[config.mk]
export PLATFORM = sky130hd
export DESIGN_NAME = dram_bank_close
export DESIGN_NICKNAME = d
export VERILOG_FILES = /design/src/inc/bank_close_pkg.sv /design/src/inc/beat_group_if.sv /design/src/rtl/write_group_gather.sv /design/src/rtl/dram_bank_close.sv
export SDC_FILE = /design/constraint.sdc
export NUM_CORES = 1
export LEC_CHECK = 0
export ABC_AREA = 1
export BUFFER_PORTS_ARGS = -buffer_cell sky130_fd_sc_hd__buf_2
export CORE_ASPECT_RATIO = 0.7
export CORE_MARGIN = 2
export CORE_UTILIZATION = 55
export CTS_CLUSTER_DIAMETER = 60
export DETAILED_ROUTE_END_ITERATION = 10
export PLACE_DENSITY_LB_ADDON = 0.25
export REMOVE_ABC_BUFFERS = 1
export SYNTH_ARGS = -nofsm -noshare
export SYNTH_HDL_FRONTEND = slang
export SYNTH_SLANG_ARGS = --single-unit
[constraint.sdc]
create_clock -name core_clk -period 6.5 [get_ports core_clk]
set_input_delay 0.325 -clock core_clk [delete_from_list [all_inputs] [get_ports core_clk]]
set_output_delay 0.325 -clock core_clk [all_outputs]
set_load 0.01 [all_outputs]
[src/inc/bank_close_pkg.sv]
// Functional notes
// - One write mask input per byte lane; masked byte skipped for that beat.
// - Masks use the data bit strobe timing and are inputs only.
// - Close command: select low, command bits 0..3 high, high, low, high.
// - Rising bit 4 is the all-bank flag, bits 7..9 the bank number.
// - Write data is committed in groups of four latched beats.
// - Auto-close flag low leaves the bank open after the burst.
// - Auto-close flag is falling-edge command bit 0 of read or write.
// - Read auto-close starts at the later of half burst or read limit.
// - Write auto-close starts recovery cycles after the write burst ends.
// - Effective burst length is twice the cycles from command to terminate.
package bank_close_pkg;

  // ****************************************************************
  // Register map and fields
  // ****************************************************************
  localparam logic [7:0] CTRL_ADDR = 8'h00;
  localparam logic [7:0] STATUS_ADDR = 8'h04;
  localparam int BL_LSB = 0;
  localparam int WL_LSB = 8;
  localparam int RTP_LSB = 16;
  localparam int WR_LSB = 24;

  // ****************************************************************
  // Timing
  // ****************************************************************
  localparam int LINK_PERIOD_NS = 80;
  localparam int RTP_TIME_NS = 8;
  localparam int WR_TIME_NS = 15;
  localparam int RTP_CYCLES = (RTP_TIME_NS + LINK_PERIOD_NS - 1) /
                              LINK_PERIOD_NS;
  localparam int WR_CYCLES = (WR_TIME_NS + LINK_PERIOD_NS - 1) /
                             LINK_PERIOD_NS;
  localparam logic [4:0] BL_RESET = 5'h08;
  localparam logic [3:0] WL_RESET = 4'h2;
  localparam logic [31:0] CTRL_RESET = {4'h0, 4'(WR_CYCLES), 4'h0,
                                        4'(RTP_CYCLES), 4'h0, WL_RESET,
                                        3'h0, BL_RESET};
  localparam int GROUP_BEATS = 4;

  // ****************************************************************
  // Commands
  // ****************************************************************
  typedef enum logic [4:0] {
    CMD_NONE = 5'h01,
    CMD_READ = 5'h02,
    CMD_WRITE = 5'h04,
    CMD_TERM = 5'h08,
    CMD_CLOSE = 5'h10
  } cmd_t;

  // Decodes the rising-edge command bits.
  function automatic cmd_t decodeCmd(input logic [9:0] ca);
    if (ca[2:0] == 3'h5) begin
      return CMD_READ;
    end else if (ca[2:0] == 3'h1) begin
      return CMD_WRITE;
    end else if (ca[3:0] == 4'h3) begin
      return CMD_TERM;
    end else if (ca[3:0] == 4'hb) begin
      return CMD_CLOSE;
    end else begin
      return CMD_NONE;
    end
  endfunction : decodeCmd

  // Link cycles from command to the start of an automatic close.
  function automatic logic [6:0] autoDelay(input logic isWrite,
      input logic [4:0] half, input logic [3:0] wl, input logic [3:0] rtp,
      input logic [3:0] wr);
    logic [6:0] readLimit;
    readLimit = 7'(half) + 7'(rtp) - 7'h02;
    if (isWrite) begin
      return 7'(wl) + 7'(half) + 7'h01 + 7'(wr);
    end else if (readLimit > 7'(half)) begin
      return readLimit;
    end else begin
      return 7'(half);
    end
  endfunction : autoDelay

endpackage : bank_close_pkg

[src/inc/beat_group_if.sv]
`timescale 1ns/100ps
// Carries accepted write beats in and assembled prefetch groups out.
interface beat_group_if;
  logic beatValid;
  logic [31:0] beatData;
  logic [3:0] beatMask;
  logic groupValid;
  logic [127:0] groupData;
  logic [15:0] groupByteEn;
  modport feeder (output beatValid, beatData, beatMask,
                  input groupValid, groupData, groupByteEn);
  modport gatherer (input beatValid, beatData, beatMask,
                    output groupValid, groupData, groupByteEn);
endinterface : beat_group_if

[src/rtl/write_group_gather.sv]
`timescale 1ns/100ps
module write_group_gather (
  input wire logic core_clk, // System clock.
  input wire logic sys_rst, // Synchronous reset, active high.
  beat_group_if.gatherer beats // Beat input and group output.
);

  logic [1:0] beatCount;
  logic [95:0] heldData;
  logic [11:0] heldMask;

  // Collects beats and releases a group once four are latched.
  always_ff @(posedge core_clk) begin
    if (sys_rst) begin
      beatCount <= 2'h0;
      heldData <= 96'h0;
      heldMask <= 12'h000;
      beats.groupValid <= 1'b0;
      beats.groupData <= 128'h0;
      beats.groupByteEn <= 16'h0000;
    end else begin
      beats.groupValid <= 1'b0;
      if (beats.beatValid) begin
        beatCount <= beatCount + 2'h1;
        heldData <= {beats.beatData, heldData[95:32]};
        heldMask <= {beats.beatMask, heldMask[11:4]};
        if (beatCount == 2'(bank_close_pkg::GROUP_BEATS - 1)) begin
          beats.groupValid <= 1'b1;
          beats.groupData <= {beats.beatData, heldData};
          beats.groupByteEn <= ~{beats.beatMask, heldMask};
        end
      end
    end
  end

endmodule : write_group_gather

[src/rtl/dram_bank_close.sv]
`timescale 1ns/100ps
module dram_bank_close (
  input wire logic core_clk, // System clock, 100 MHz.
  input wire logic sys_rst, // Synchronous reset, active high.
  input wire logic wb_cyc_i, // Wishbone cycle.
  input wire logic wb_stb_i, // Wishbone strobe.
  input wire logic wb_we_i, // Wishbone write enable.
  input wire logic [7:0] wb_adr_i, // Wishbone byte address.
  input wire logic [3:0] wb_sel_i, // Wishbone byte selects.
  input wire logic [31:0] wb_dat_i, // Wishbone write data.
  output logic [31:0] wb_dat_o, // Wishbone read data.
  output logic wb_ack_o, // Wishbone acknowledge.
  input wire logic cmdClk, // Command clock from the controller.
  input wire logic cmdSelN, // Chip select, active low.
  input wire logic [9:0] cmdAddr, // Command and address bus.
  input wire logic dataStrobe, // Write data strobe.
  input wire logic [31:0] writeData, // Write data bits.
  input wire logic [3:0] writeByteMask, // Per lane write mask.
  output logic closeStart, // Pulse when banks begin closing.
  output logic [7:0] closeBanks, // Banks closing with that pulse.
  output logic closeAllBank, // Closing came from an all-bank command.
  output logic arrayWrite, // Pulse committing one prefetch group.
  output logic [127:0] arrayData, // Four beats, first beat lowest.
  output logic [15:0] arrayByteEn // Byte enables of the group.
);

  // ****************************************************************
  // Declarations
  // ****************************************************************
  logic [48:0] syncA;
  logic [48:0] syncB;
  logic clkPrev;
  logic strobePrev;
  logic linkRise;
  logic linkFall;
  logic strobeEdge;
  logic riseValid;
  logic [9:0] riseCa;
  bank_close_pkg::cmd_t cmd;
  logic cmdEvent;
  logic [31:0] ctrl;
  logic [4:0] burstLen;
  logic [3:0] writeLat;
  logic [3:0] rtpCycles;
  logic [3:0] wrCycles;
  logic [7:0] armed;
  logic [6:0] remain [8];
  logic [7:0] fireMask;
  logic [2:0] lastBank;
  logic lastWrite;
  logic lastLive;
  logic [6:0] lastAge;
  logic [6:0] truncDelay;
  logic [5:0] beatsDone;
  logic [5:0] beatsTotal;
  logic [7:0] lastCloseMask;
  logic lastAllBank;
  beat_group_if beats ();

  // ****************************************************************
  // Pin synchronisers and edge detection
  // ****************************************************************

  // Every link pin passes two flops before use.
  always_ff @(posedge core_clk) begin
    if (sys_rst) begin
      syncA <= 49'h0;
      syncB <= 49'h0;
      clkPrev <= 1'b0;
      strobePrev <= 1'b0;
    end else begin
      syncA <= {cmdClk, dataStrobe, cmdSelN, cmdAddr, writeByteMask,
                writeData};
      syncB <= syncA;
      clkPrev <= syncB[48];
      strobePrev <= syncB[47];
    end
  end

  // Edges of the command clock and of the data strobe.
  assign linkRise = syncB[48] & ~clkPrev;
  assign linkFall = ~syncB[48] & clkPrev;
  assign strobeEdge = syncB[47] ^ strobePrev;

  // ****************************************************************
  // Command capture
  // ****************************************************************

  // Holds rising-edge bits until the falling half of the command arrives.
  always_ff @(posedge core_clk) begin
    if (sys_rst) begin
      riseValid <= 1'b0;
      riseCa <= 10'h000;
    end else if (linkRise) begin
      riseValid <= ~syncB[46];
      riseCa <= syncB[45:36];
    end else if (linkFall) begin
      riseValid <= 1'b0;
    end
  end

  // A whole command is complete at the falling edge.
  assign cmdEvent = linkFall & riseValid;
  assign cmd = cmdEvent ? bank_close_pkg::decodeCmd(riseCa)
                        : bank_close_pkg::CMD_NONE;

  // ****************************************************************
  // Wishbone register file
  // ****************************************************************
  assign burstLen = ctrl[bank_close_pkg::BL_LSB +: 5];
  assign writeLat = ctrl[bank_close_pkg::WL_LSB +: 4];
  assign rtpCycles = ctrl[bank_close_pkg::RTP_LSB +: 4];
  assign wrCycles = ctrl[bank_close_pkg::WR_LSB +: 4];

  // Acknowledges one cycle after the request and drops ack next cycle.
  always_ff @(posedge core_clk) begin
    if (sys_rst) begin
      wb_ack_o <= 1'b0;
      wb_dat_o <= 32'h0000_0000;
      ctrl <= bank_close_pkg::CTRL_RESET;
    end else begin
      wb_ack_o <= wb_cyc_i & wb_stb_i & ~wb_ack_o;
      wb_dat_o <= 32'h0000_0000;
      if (wb_cyc_i && wb_stb_i && !wb_ack_o) begin
        if (wb_we_i && wb_adr_i == bank_close_pkg::CTRL_ADDR) begin
          for (int i = 0; i < 4; i++) begin
            if (wb_sel_i[i]) begin
              ctrl[8*i +: 8] <= wb_dat_i[8*i +: 8];
            end
          end
        end else if (!wb_we_i) begin
          case (wb_adr_i)
            bank_close_pkg::CTRL_ADDR: wb_dat_o <= ctrl;
            bank_close_pkg::STATUS_ADDR: begin
              wb_dat_o <= {8'h00, armed, 7'h00, lastAllBank, lastCloseMask};
            end
            default: wb_dat_o <= 32'h0000_0000;
          endcase
        end
      end
    end
  end

  // ****************************************************************
  // Most recent read or write, for burst truncation
  // ****************************************************************

  // Counts command clock rises since the last read or write.
  always_ff @(posedge core_clk) begin
    if (sys_rst) begin
      lastBank <= 3'h0;
      lastWrite <= 1'b0;
      lastLive <= 1'b0;
      lastAge <= 7'h00;
    end else if (cmd == bank_close_pkg::CMD_READ ||
                 cmd == bank_close_pkg::CMD_WRITE) begin
      lastBank <= riseCa[9:7];
      lastWrite <= (cmd == bank_close_pkg::CMD_WRITE);
      lastLive <= 1'b1;
      lastAge <= 7'h00;
    end else if (cmd == bank_close_pkg::CMD_TERM) begin
      lastLive <= 1'b0;
    end else if (linkRise && lastAge != 7'h7f) begin
      lastAge <= lastAge + 7'h01;
    end
  end

  // Delay to the close when the burst is cut to twice its age.
  assign truncDelay = bank_close_pkg::autoDelay(lastWrite, lastAge[4:0],
      writeLat, rtpCycles, wrCycles);

  // ****************************************************************
  // Automatic close timers, one per bank
  // ****************************************************************

  // Banks whose timer expires on this command clock rise.
  always_comb begin
    fireMask = 8'h00;
    for (int b = 0; b < 8; b++) begin
      fireMask[b] = linkRise & armed[b] & (remain[b] == 7'h01);
    end
  end

  // Arms a timer on an auto-close access, retimes it on a terminate.
  always_ff @(posedge core_clk) begin
    if (sys_rst) begin
      armed <= 8'h00;
      for (int b = 0; b < 8; b++) begin
        remain[b] <= 7'h00;
      end
    end else if (cmd == bank_close_pkg::CMD_READ ||
                 cmd == bank_close_pkg::CMD_WRITE) begin
      armed[riseCa[9:7]] <= syncB[36];
      remain[riseCa[9:7]] <= bank_close_pkg::autoDelay(
          cmd == bank_close_pkg::CMD_WRITE, burstLen >> 1, writeLat,
          rtpCycles, wrCycles);
    end else if (cmd == bank_close_pkg::CMD_TERM && lastLive) begin
      if (truncDelay > lastAge) begin
        remain[lastBank] <= truncDelay - lastAge;
      end else begin
        remain[lastBank] <= 7'h01;
      end
    end else if (cmd == bank_close_pkg::CMD_CLOSE) begin
      if (riseCa[4]) begin
        armed <= 8'h00;
      end else begin
        armed[riseCa[9:7]] <= 1'b0;
      end
    end else if (linkRise) begin
      armed <= armed & ~fireMask;
      for (int b = 0; b < 8; b++) begin
        if (armed[b]) begin
          remain[b] <= remain[b] - 7'h01;
        end
      end
    end
  end

  // ****************************************************************
  // Close outputs
  // ****************************************************************

  // Reports explicit and automatic closes.
  always_ff @(posedge core_clk) begin
    if (sys_rst) begin
      closeStart <= 1'b0;
      closeBanks <= 8'h00;
      closeAllBank <= 1'b0;
      lastCloseMask <= 8'h00;
      lastAllBank <= 1'b0;
    end else begin
      closeStart <= 1'b0;
      if (cmd == bank_close_pkg::CMD_CLOSE) begin
        closeStart <= 1'b1;
        closeAllBank <= riseCa[4];
        closeBanks <= riseCa[4] ? 8'hff
                                : 8'h01 << riseCa[9:7];
        lastCloseMask <= riseCa[4] ? 8'hff : 8'h01 << riseCa[9:7];
        lastAllBank <= riseCa[4];
      end else if (fireMask != 8'h00) begin
        closeStart <= 1'b1;
        closeAllBank <= 1'b0;
        closeBanks <= fireMask;
        lastCloseMask <= fireMask;
        lastAllBank <= 1'b0;
      end
    end
  end

  // ****************************************************************
  // Write beat intake
  // ****************************************************************

  // Accepts one beat per strobe edge until the burst is complete.
  always_ff @(posedge core_clk) begin
    if (sys_rst) begin
      beatsDone <= 6'h00;
      beatsTotal <= 6'h00;
    end else if (cmd == bank_close_pkg::CMD_WRITE) begin
      beatsDone <= 6'h00;
      beatsTotal <= 6'(burstLen);
    end else if (cmd == bank_close_pkg::CMD_TERM && lastLive && lastWrite) begin
      beatsTotal <= 6'({lastAge[4:0], 1'b0});
    end else if (strobeEdge && beatsDone < beatsTotal) begin
      beatsDone <= beatsDone + 6'h01;
    end
  end

  assign beats.beatValid = strobeEdge & (beatsDone < beatsTotal) &
                           (cmd == bank_close_pkg::CMD_NONE);
  assign beats.beatData = syncB[31:0];
  assign beats.beatMask = syncB[35:32];
  assign arrayWrite = beats.groupValid;
  assign arrayData = beats.groupData;
  assign arrayByteEn = beats.groupByteEn;

  // Assembles beats into prefetch groups.
  write_group_gather gather (
    .core_clk(core_clk),
    .sys_rst(sys_rst),
    .beats(beats.gatherer)
  );

endmodule : dram_bank_close

==> flow_summary_export.csv, run 1 <==
group,metric,value,unit
cts,cts_buffers,50,
timing,worst_hold_slack,0.0159,ns
cts,cts_root_buf,"clkbuf_16",
finish,final_cell_mix,"467 x dfxtp_1, 420 x nand2_1, 399 x nor2_1",
synthesis,yosysUniqueCellTypes,45,
finish,final_common_cell,"dfxtp_1",
synthesis,syn-cell-area,21700,sq um
timing,period_minus_slack,5.67,ns
timing,grt_setup_unrepaired,"false",
critical_path,rr_endpoint,"remain[7][0]",
synthesis,synth_compound_area_share,12.9,%
synthesis,synth-adder-area-share,4.88,%
critical_path,slowest_delay,0.52,ns
route,routed-via-count,19200,
grt,first_global_vias,17700,
pwr,p_leak,0.0112,uW
floorplan,initial_utilization,56.1,%
floorplan,die_w,241,um
critical_path,regToRegStartpoint,"lastAge[2]",
grt,antenna_found_initial,2,
finish,fillers,3175,
grt,grt_max_degree,180,
pwr,power.share.clock,44.7,%
synthesis,ys_seq_elements,523,
pwr,p_per_area,256,nW/um^2
finish,final_cell_area,25700,sq um
pwr,peakVddDrop,0.206,mV
pwr,switchingPower,1480,uW
floorplan,dieArea,41000,sq um
cts,clkLatencyLatePin,0.57,ns
critical_path,rr_worst_depth,29,
run,max-cap-violations,0,
pwr,seqPwrFrac,50.6,%
critical_path,cp_slowest_cell,"nand4_1",
run_status,status,"finished clean",
synthesis,avgSynthCellArea,7.93,sq um
floorplan,core_area,38700,sq um
grt,grt_use_total,27.5,%
cts,cts_resized,0,
critical_path,cp_max_fo,10,
cts,cts-htree-levels,2,
synthesis,synthMuxAreaShare,0.0924,%
route,post_drt_via_cell_ratio,5.34,
synthesis,synth_top_area_share,43.1,%
cts,clkTransAtPathRegs,0.06,ns
worst_hold_path,min_to,"ctrl[23]",
cts,cts_tree,"yes",
cts,clock_path_buffers,3,
timing,slew_headroom,22.1,%
timing,clock.fmax,176,MHz
timing,worstMarginPinSlew,1.17,ns
placement,place.gp.congestion,0.978,
critical_path,critPathArrivalTime,5.99,ns
critical_path,worstSetupStartpointType,"flip-flop",
critical_path,cp.depth,29,
synthesis,synth-seq-area-share,50.9,%
finish,layout.nets,3198,
cts,cts_sinks,523,
route,drt-initial-drc-count,1852,
pwr,p_int,5110,uW
placement,dpl.hpwl,37800,um
route,wl_per_cell,16.2,um
placement,placed_area,23400,sq um
critical_path,ff2ff_setup_slack,0.83,ns
synthesis,yosysWarnings,0,
floorplan,die_h,170,um
critical_path,crit_top_cell,"nand2_1",
grt,overflow,0,
timing,setup_violations,0,
timing,fin_setup_tns,0,ns
finish,syn_to_final_growth,18.7,%
floorplan,rows,60,
timing,fin_worst_skew,0.0101,ns
route,drcViolationCount,0,
finish,drive_gt1_share,14.0,%
synthesis,synth_top_area_cell,"dfxtp_1",
route,ant_nets,0,
worst_hold_path,hp-class,"in -> reg",
synthesis,netlist_instances,2735,
floorplan,pin_count,286,
worst_hold_path,whs_path_depth,3,
critical_path,cp_num_buf_inv,6,
pwr,switching_share,22.4,%
grt,grt_pass1_wl,90700,um
synthesis,netlist_top_cells_area,"dfxtp_1 43%, edfxtp_1 7.8%, o21ai_0 7.5%",
synthesis,synth-simple-area-share,21.0,%
route,finalWirelength,58000,um
synthesis,synth_top_family_by_area,"simple AND/OR/NAND/NOR gates",
timing,hold_viol,0,
synthesis,synthXorXnorAreaFrac,2.02,%
timing,drv_slew,0,
critical_path,crit_family,"simple AND/OR/NAND/NOR gates",
worst_hold_path,worstHoldStart,"wb_dat_i[23]",
timing,finalCritPeriodShare,87.2,%
critical_path,cp.required,6.82,ns
route,dr.pass1.iters,5,
pwr,comb_power_share,4.7,%
critical_path,worstSetupEndpointType,"flip-flop",
critical_path,crit_type,"reg -> reg",
placement,io_buffers,283,
-- per-layer routing --
metal  vias up  share of wire (%)  global-route usage (%)
met1      8890                 44                    37.3
met5         -                  0                       0
met2       733                 45                    43.9
met4         0                3.9                    10.7
li1       9397                  -                       -
met3       134                7.2                    4.49
-- repair_timing --
item | CTS | global route
endpoints found under the hold margin | 69 | 0
buffers inserted | 0 | 0
hold buffers | 69 | 0
-- stage by stage --
stage	setup WS, ns	util, %	power [uW]	cells
after global routing	0.381	66.6	6790	3589
final	0.829	66.6	6590	3589
after detailed placement	0.992	60.4	3680	3428
after floorplan	-1.73	-	3580	2606
after global placement	1.10	60.4	3670	3428
after CTS	0.954	66.6	6620	3587
-- power by group through the flow --
stage | combinational, uW | clock [uW] | sequential, uW
floorplan | 176 | 0 | 3400
global placement | 263 | 0 | 3410
detailed placement | 269 | 0 | 3410
CTS | 305 | 2980 | 3340
global route | 347 | 3100 | 3340
finish | 310 | 2940 | 3340
-- worst register-to-register path, delay by kind of cell, from the launching register on --
family / cells / cell delay (ns)
adder cells (fa/ha/maj): 4 / 1.23
buffers and inverters: 6 / 0.53
flip-flops: 1 / 0.47
XOR/XNOR: 1 / 0.18
AND/OR/NAND/NOR: 15 / 2.21
AO/OA/AOI/OAI: 3 / 0.79
-- state kept, by name (all words and copies together), names as in the netlist, 2 cells and up --
name                      cells
gather.beats.groupData      128
gather.beats.groupByteEn     16
beatsDone                     6
lastAge                       7
beatsTotal                    6
gather.heldData              96
remain                       56
syncB                        47
lastCloseMask                 8
gather.beatCount              2
riseCa                        8
ctrl                         32
gather.heldMask              12
wb_dat_o                     32
syncA                        47
armed                         8
lastBank                      3
-- cells by family after synthesis --
group,after synthesis
simple gates,1080
compound gates,534
flops,523
buf+inv,468
fa+ha+maj,78
xor+xnor,50
mux,2
-- synth_stat cells, drive strengths merged --
cell	count
a211oi	9
a21boi	1
a21oi	152
a31oi	5
and3	1
buf	19
clkbuf	110
clkinv	4
dfxtp	467
edfxtp	56
fa	11
ha	67
inv	335
mux2i	2
nand2	429
nand3	77
nand4	39
nor2	414
nor3	111
nor3b	1
nor4	1
o211a	1
o211ai	5
o21a	3
o21ai	335
o21bai	3
o22ai	20
or2	7
xnor2	27
xor2	23
-- how the worst max path moves through the flow --
| stage | startpoint | to | slack, ns |
|---|---|---|---|
| after floorplan | beatsTotal[5] | gather.beats.groupByteEn[10] | -1.73 |
| after detailed placement | lastAge[2] | remain[4][5] | 0.99 |
| final | lastAge[2] | remain[7][0] | 0.83 |
| after CTS | lastAge[2] | remain[4][5] | 0.95 |
| after global routing | lastAge[2] | remain[3][5] | 0.38 |
| after global placement | lastAge[2] | remain[2][5] | 1.10 |
-- cell type report --
cell class | instances | area [sq um] | area share (%)
Antenna cell | 2 | 5.00 | 0.0194
Clock buffer | 71 | 1480 | 5.76
Clock inverter | 19 | 186 | 0.724
Inverter | 339 | 1280 | 4.97
Multi-Input combinational cell | 1744 | 8890 | 34.5
Sequential cell | 523 | 11000 | 42.9
Tap cell | 527 | 659 | 2.56
Timing Repair Buffer | 364 | 2200 | 8.56
(Power assumes the default switching activity.)
==> run 2, diff against run 1 <==
--- a/config.mk
+++ b/config.mk
@@ -7,9 +7,11 @@
 export LEC_CHECK = 0
 export ABC_AREA = 1
 export BUFFER_PORTS_ARGS = -buffer_cell sky130_fd_sc_hd__buf_2
+export CELL_PAD_IN_SITES_DETAIL_PLACEMENT = 2
+export CELL_PAD_IN_SITES_GLOBAL_PLACEMENT = 2
 export CORE_ASPECT_RATIO = 0.7
 export CORE_MARGIN = 2
-export CORE_UTILIZATION = 55
+export CORE_UTILIZATION = 34
 export CTS_CLUSTER_DIAMETER = 60
 export DETAILED_ROUTE_END_ITERATION = 10
 export PLACE_DENSITY_LB_ADDON = 0.25
==> flow_summary_export.csv, run 2 (synthesis gave the netlist of run 1 again) <==
group,metric,value,unit
run_status,status,"finished clean",
floorplan,die_w,306,um
timing,hold_viol,0,
finish,drive_gt1_share,14.3,%
timing,fin_worst_skew,0.0361,ns
pwr,p_leak,0.0113,uW
route,drt-initial-drc-count,1050,
timing,fin_setup_tns,0,ns
grt,grt_use_total,23.4,%
finish,layout.nets,3220,
worst_hold_path,hp-class,"in -> reg",
route,finalWirelength,77700,um
cts,cts_buffers,54,
route,ant_nets,0,
timing,grt_setup_unrepaired,"false",
cts,clkLatencyLatePin,0.65,ns
floorplan,initial_utilization,34.3,%
finish,fillers,7091,
floorplan,pin_count,286,
grt,grt_pass1_wl,122000,um
critical_path,crit_top_cell,"nand2_1",
route,drcViolationCount,0,
finish,top_register,"gather.beats.groupData",
placement,placed_area,23800,sq um
placement,io_buffers,283,
critical_path,slowest_delay,0.51,ns
critical_path,critPathArrivalTime,6.46,ns
critical_path,crit_type,"reg -> reg",
critical_path,worstSetupEndpointType,"flip-flop",
placement,dpl.hpwl,51600,um
cts,cts_sinks,523,
timing,setup_violations,0,
cts,clkTransAtPathRegs,0.06,ns
timing,period_minus_slack,6.00,ns
finish,final_cell_mix,"467 x dfxtp_1, 420 x nand2_1, 398 x nor2_1",
floorplan,core_area,63100,sq um
cts,cts_root_buf,"clkbuf_16",
run,max-cap-violations,0,
critical_path,rr_endpoint,"remain[1][6]",
placement,place.gp.congestion,0.856,
cts,clock_path_buffers,3,
finish,fin_util,41.9,%
pwr,peakVddDrop,0.205,mV
finish,final_cell_area,26500,sq um
critical_path,regToRegStartpoint,"lastAge[2]",
critical_path,cp_slowest_cell,"dfxtp_1",
critical_path,crit_family,"simple AND/OR/NAND/NOR gates",
timing,clock.fmax,167,MHz
floorplan,rows,77,
timing,finalCritPeriodShare,92.3,%
timing,worst_hold_slack,0.0689,ns
critical_path,worstSetupStartpointType,"flip-flop",
critical_path,ff2ff_setup_slack,0.50,ns
timing,drv_slew,0,
grt,grt_max_degree,138,
cts,cts_tree,"yes",
finish,syn_to_final_growth,22.1,%
critical_path,rr_worst_depth,30,
route,wl_per_cell,19.8,um
timing,worstMarginPinSlew,1.15,ns
placement,dp.cells,3734,
cts,cts-htree-levels,2,
critical_path,startpoint,"lastAge[2]",
critical_path,cp_num_buf_inv,6,
route,dr.pass1.iters,5,
route,routed-via-count,19800,
floorplan,die_h,215,um
grt,first_global_vias,21500,
critical_path,cp_max_fo,10,
timing,slew_headroom,22.4,%
finish,final_cells,3919,
critical_path,cp.required,6.96,ns
finish,largest_register_ff_count,128,
finish,final_common_cell,"dfxtp_1",
grt,antenna_found_initial,2,
critical_path,cp.depth,30,
grt,overflow,0,
finish,num_antenna_cells,0,
critical_path,cp-endpoint,"remain[1][6]",
pwr,p_per_area,259,nW/um^2
finish,top_regs,"gather.beats.groupData (128), gather.heldData (96), remain (56)",
floorplan,dieArea,65800,sq um
route,post_drt_via_cell_ratio,5.06,
==> run 2: cell types whose count changed in the layout (fill, tap and decap cells not counted), sizes merged <==
| cell | change |
|---|---|
| buf | +6 |
| bufinv | -2 |
| clkbuf | +11 |
| clkinv | +4 |
| clkinvlp | -1 |
| diode | -2 |
| dlygate4sd3 | +12 |
==> run 2: worst min path at each step <==
stage             start       end  cells after the start  slack, ns
2_1_floorplan  syncA[0]  syncB[0]                      2       0.39
3_3_place_gp   syncA[9]  syncB[9]                      2       0.39
3_5_place_dp   syncA[4]  syncB[4]                      2       0.40
4_1_cts         sys_rst  syncA[2]                      2       0.05
5_1_grt         sys_rst  syncA[2]                      2       0.08
6_report        sys_rst  syncA[2]                      2       0.07
==> run 2: power breakdown <==
| part | switching (uW) | internal [uW] |
|---|---|---|
| logic | 213 | 131 |
| registers | 31.4 | 3310 |
| clock network | 1400 | 1760 |
==> run 2: through the flow <==
step,worst slack (ns),total power [uW]
global placement,0.897,3690
floorplan,-1.73,3580
detailed placement,0.387,3710
CTS,0.364,6920
global route,0.130,7110
finish,0.499,6850
==> run 2: worst reg2reg max path: cells and delay by family, from the launching register on <==
kind,cells,cell delay (ns)
AOI/OAI and AO/OA,5,1.52
xor gates and xnor gates,1,0.21
adders and majority gates,4,1.28
buffers and inverters,6,0.58
DFF,1,0.51
and+or+nand+nor,14,1.72
==> run 2: layout make-up <==
class | instances | area (sq um) | area share, %
sequential | 523 | 11000 | 41.7
multi-input combinational | 1744 | 8910 | 33.7
timing repair buffer | 382 | 2390 | 9.05
clock buffer | 82 | 1650 | 6.24
inverter | 339 | 1280 | 4.84
tap | 829 | 1040 | 3.92
clock inverter | 20 | 151 | 0.572
==> run 2: what timing repair did <==
| action | in CTS | in global routing |
|---|---|---|
| hold buffers | 81 | 0 |
| gates resized for setup | 0 | 4 |
| setup endpoints to repair | 0 | 32 |
| hold endpoints to repair | 80 | 0 |
| buffers inserted | 0 | 2 |
==> run 2: per-layer routing <==
layer | routed length (um) | global-route usage (%)
met1 | 35100 | 31.1
met2 | 36300 | 38.5
met3 | 3890 | 3.98
met5 | 9 | 0
met4 | 2300 | 7.72
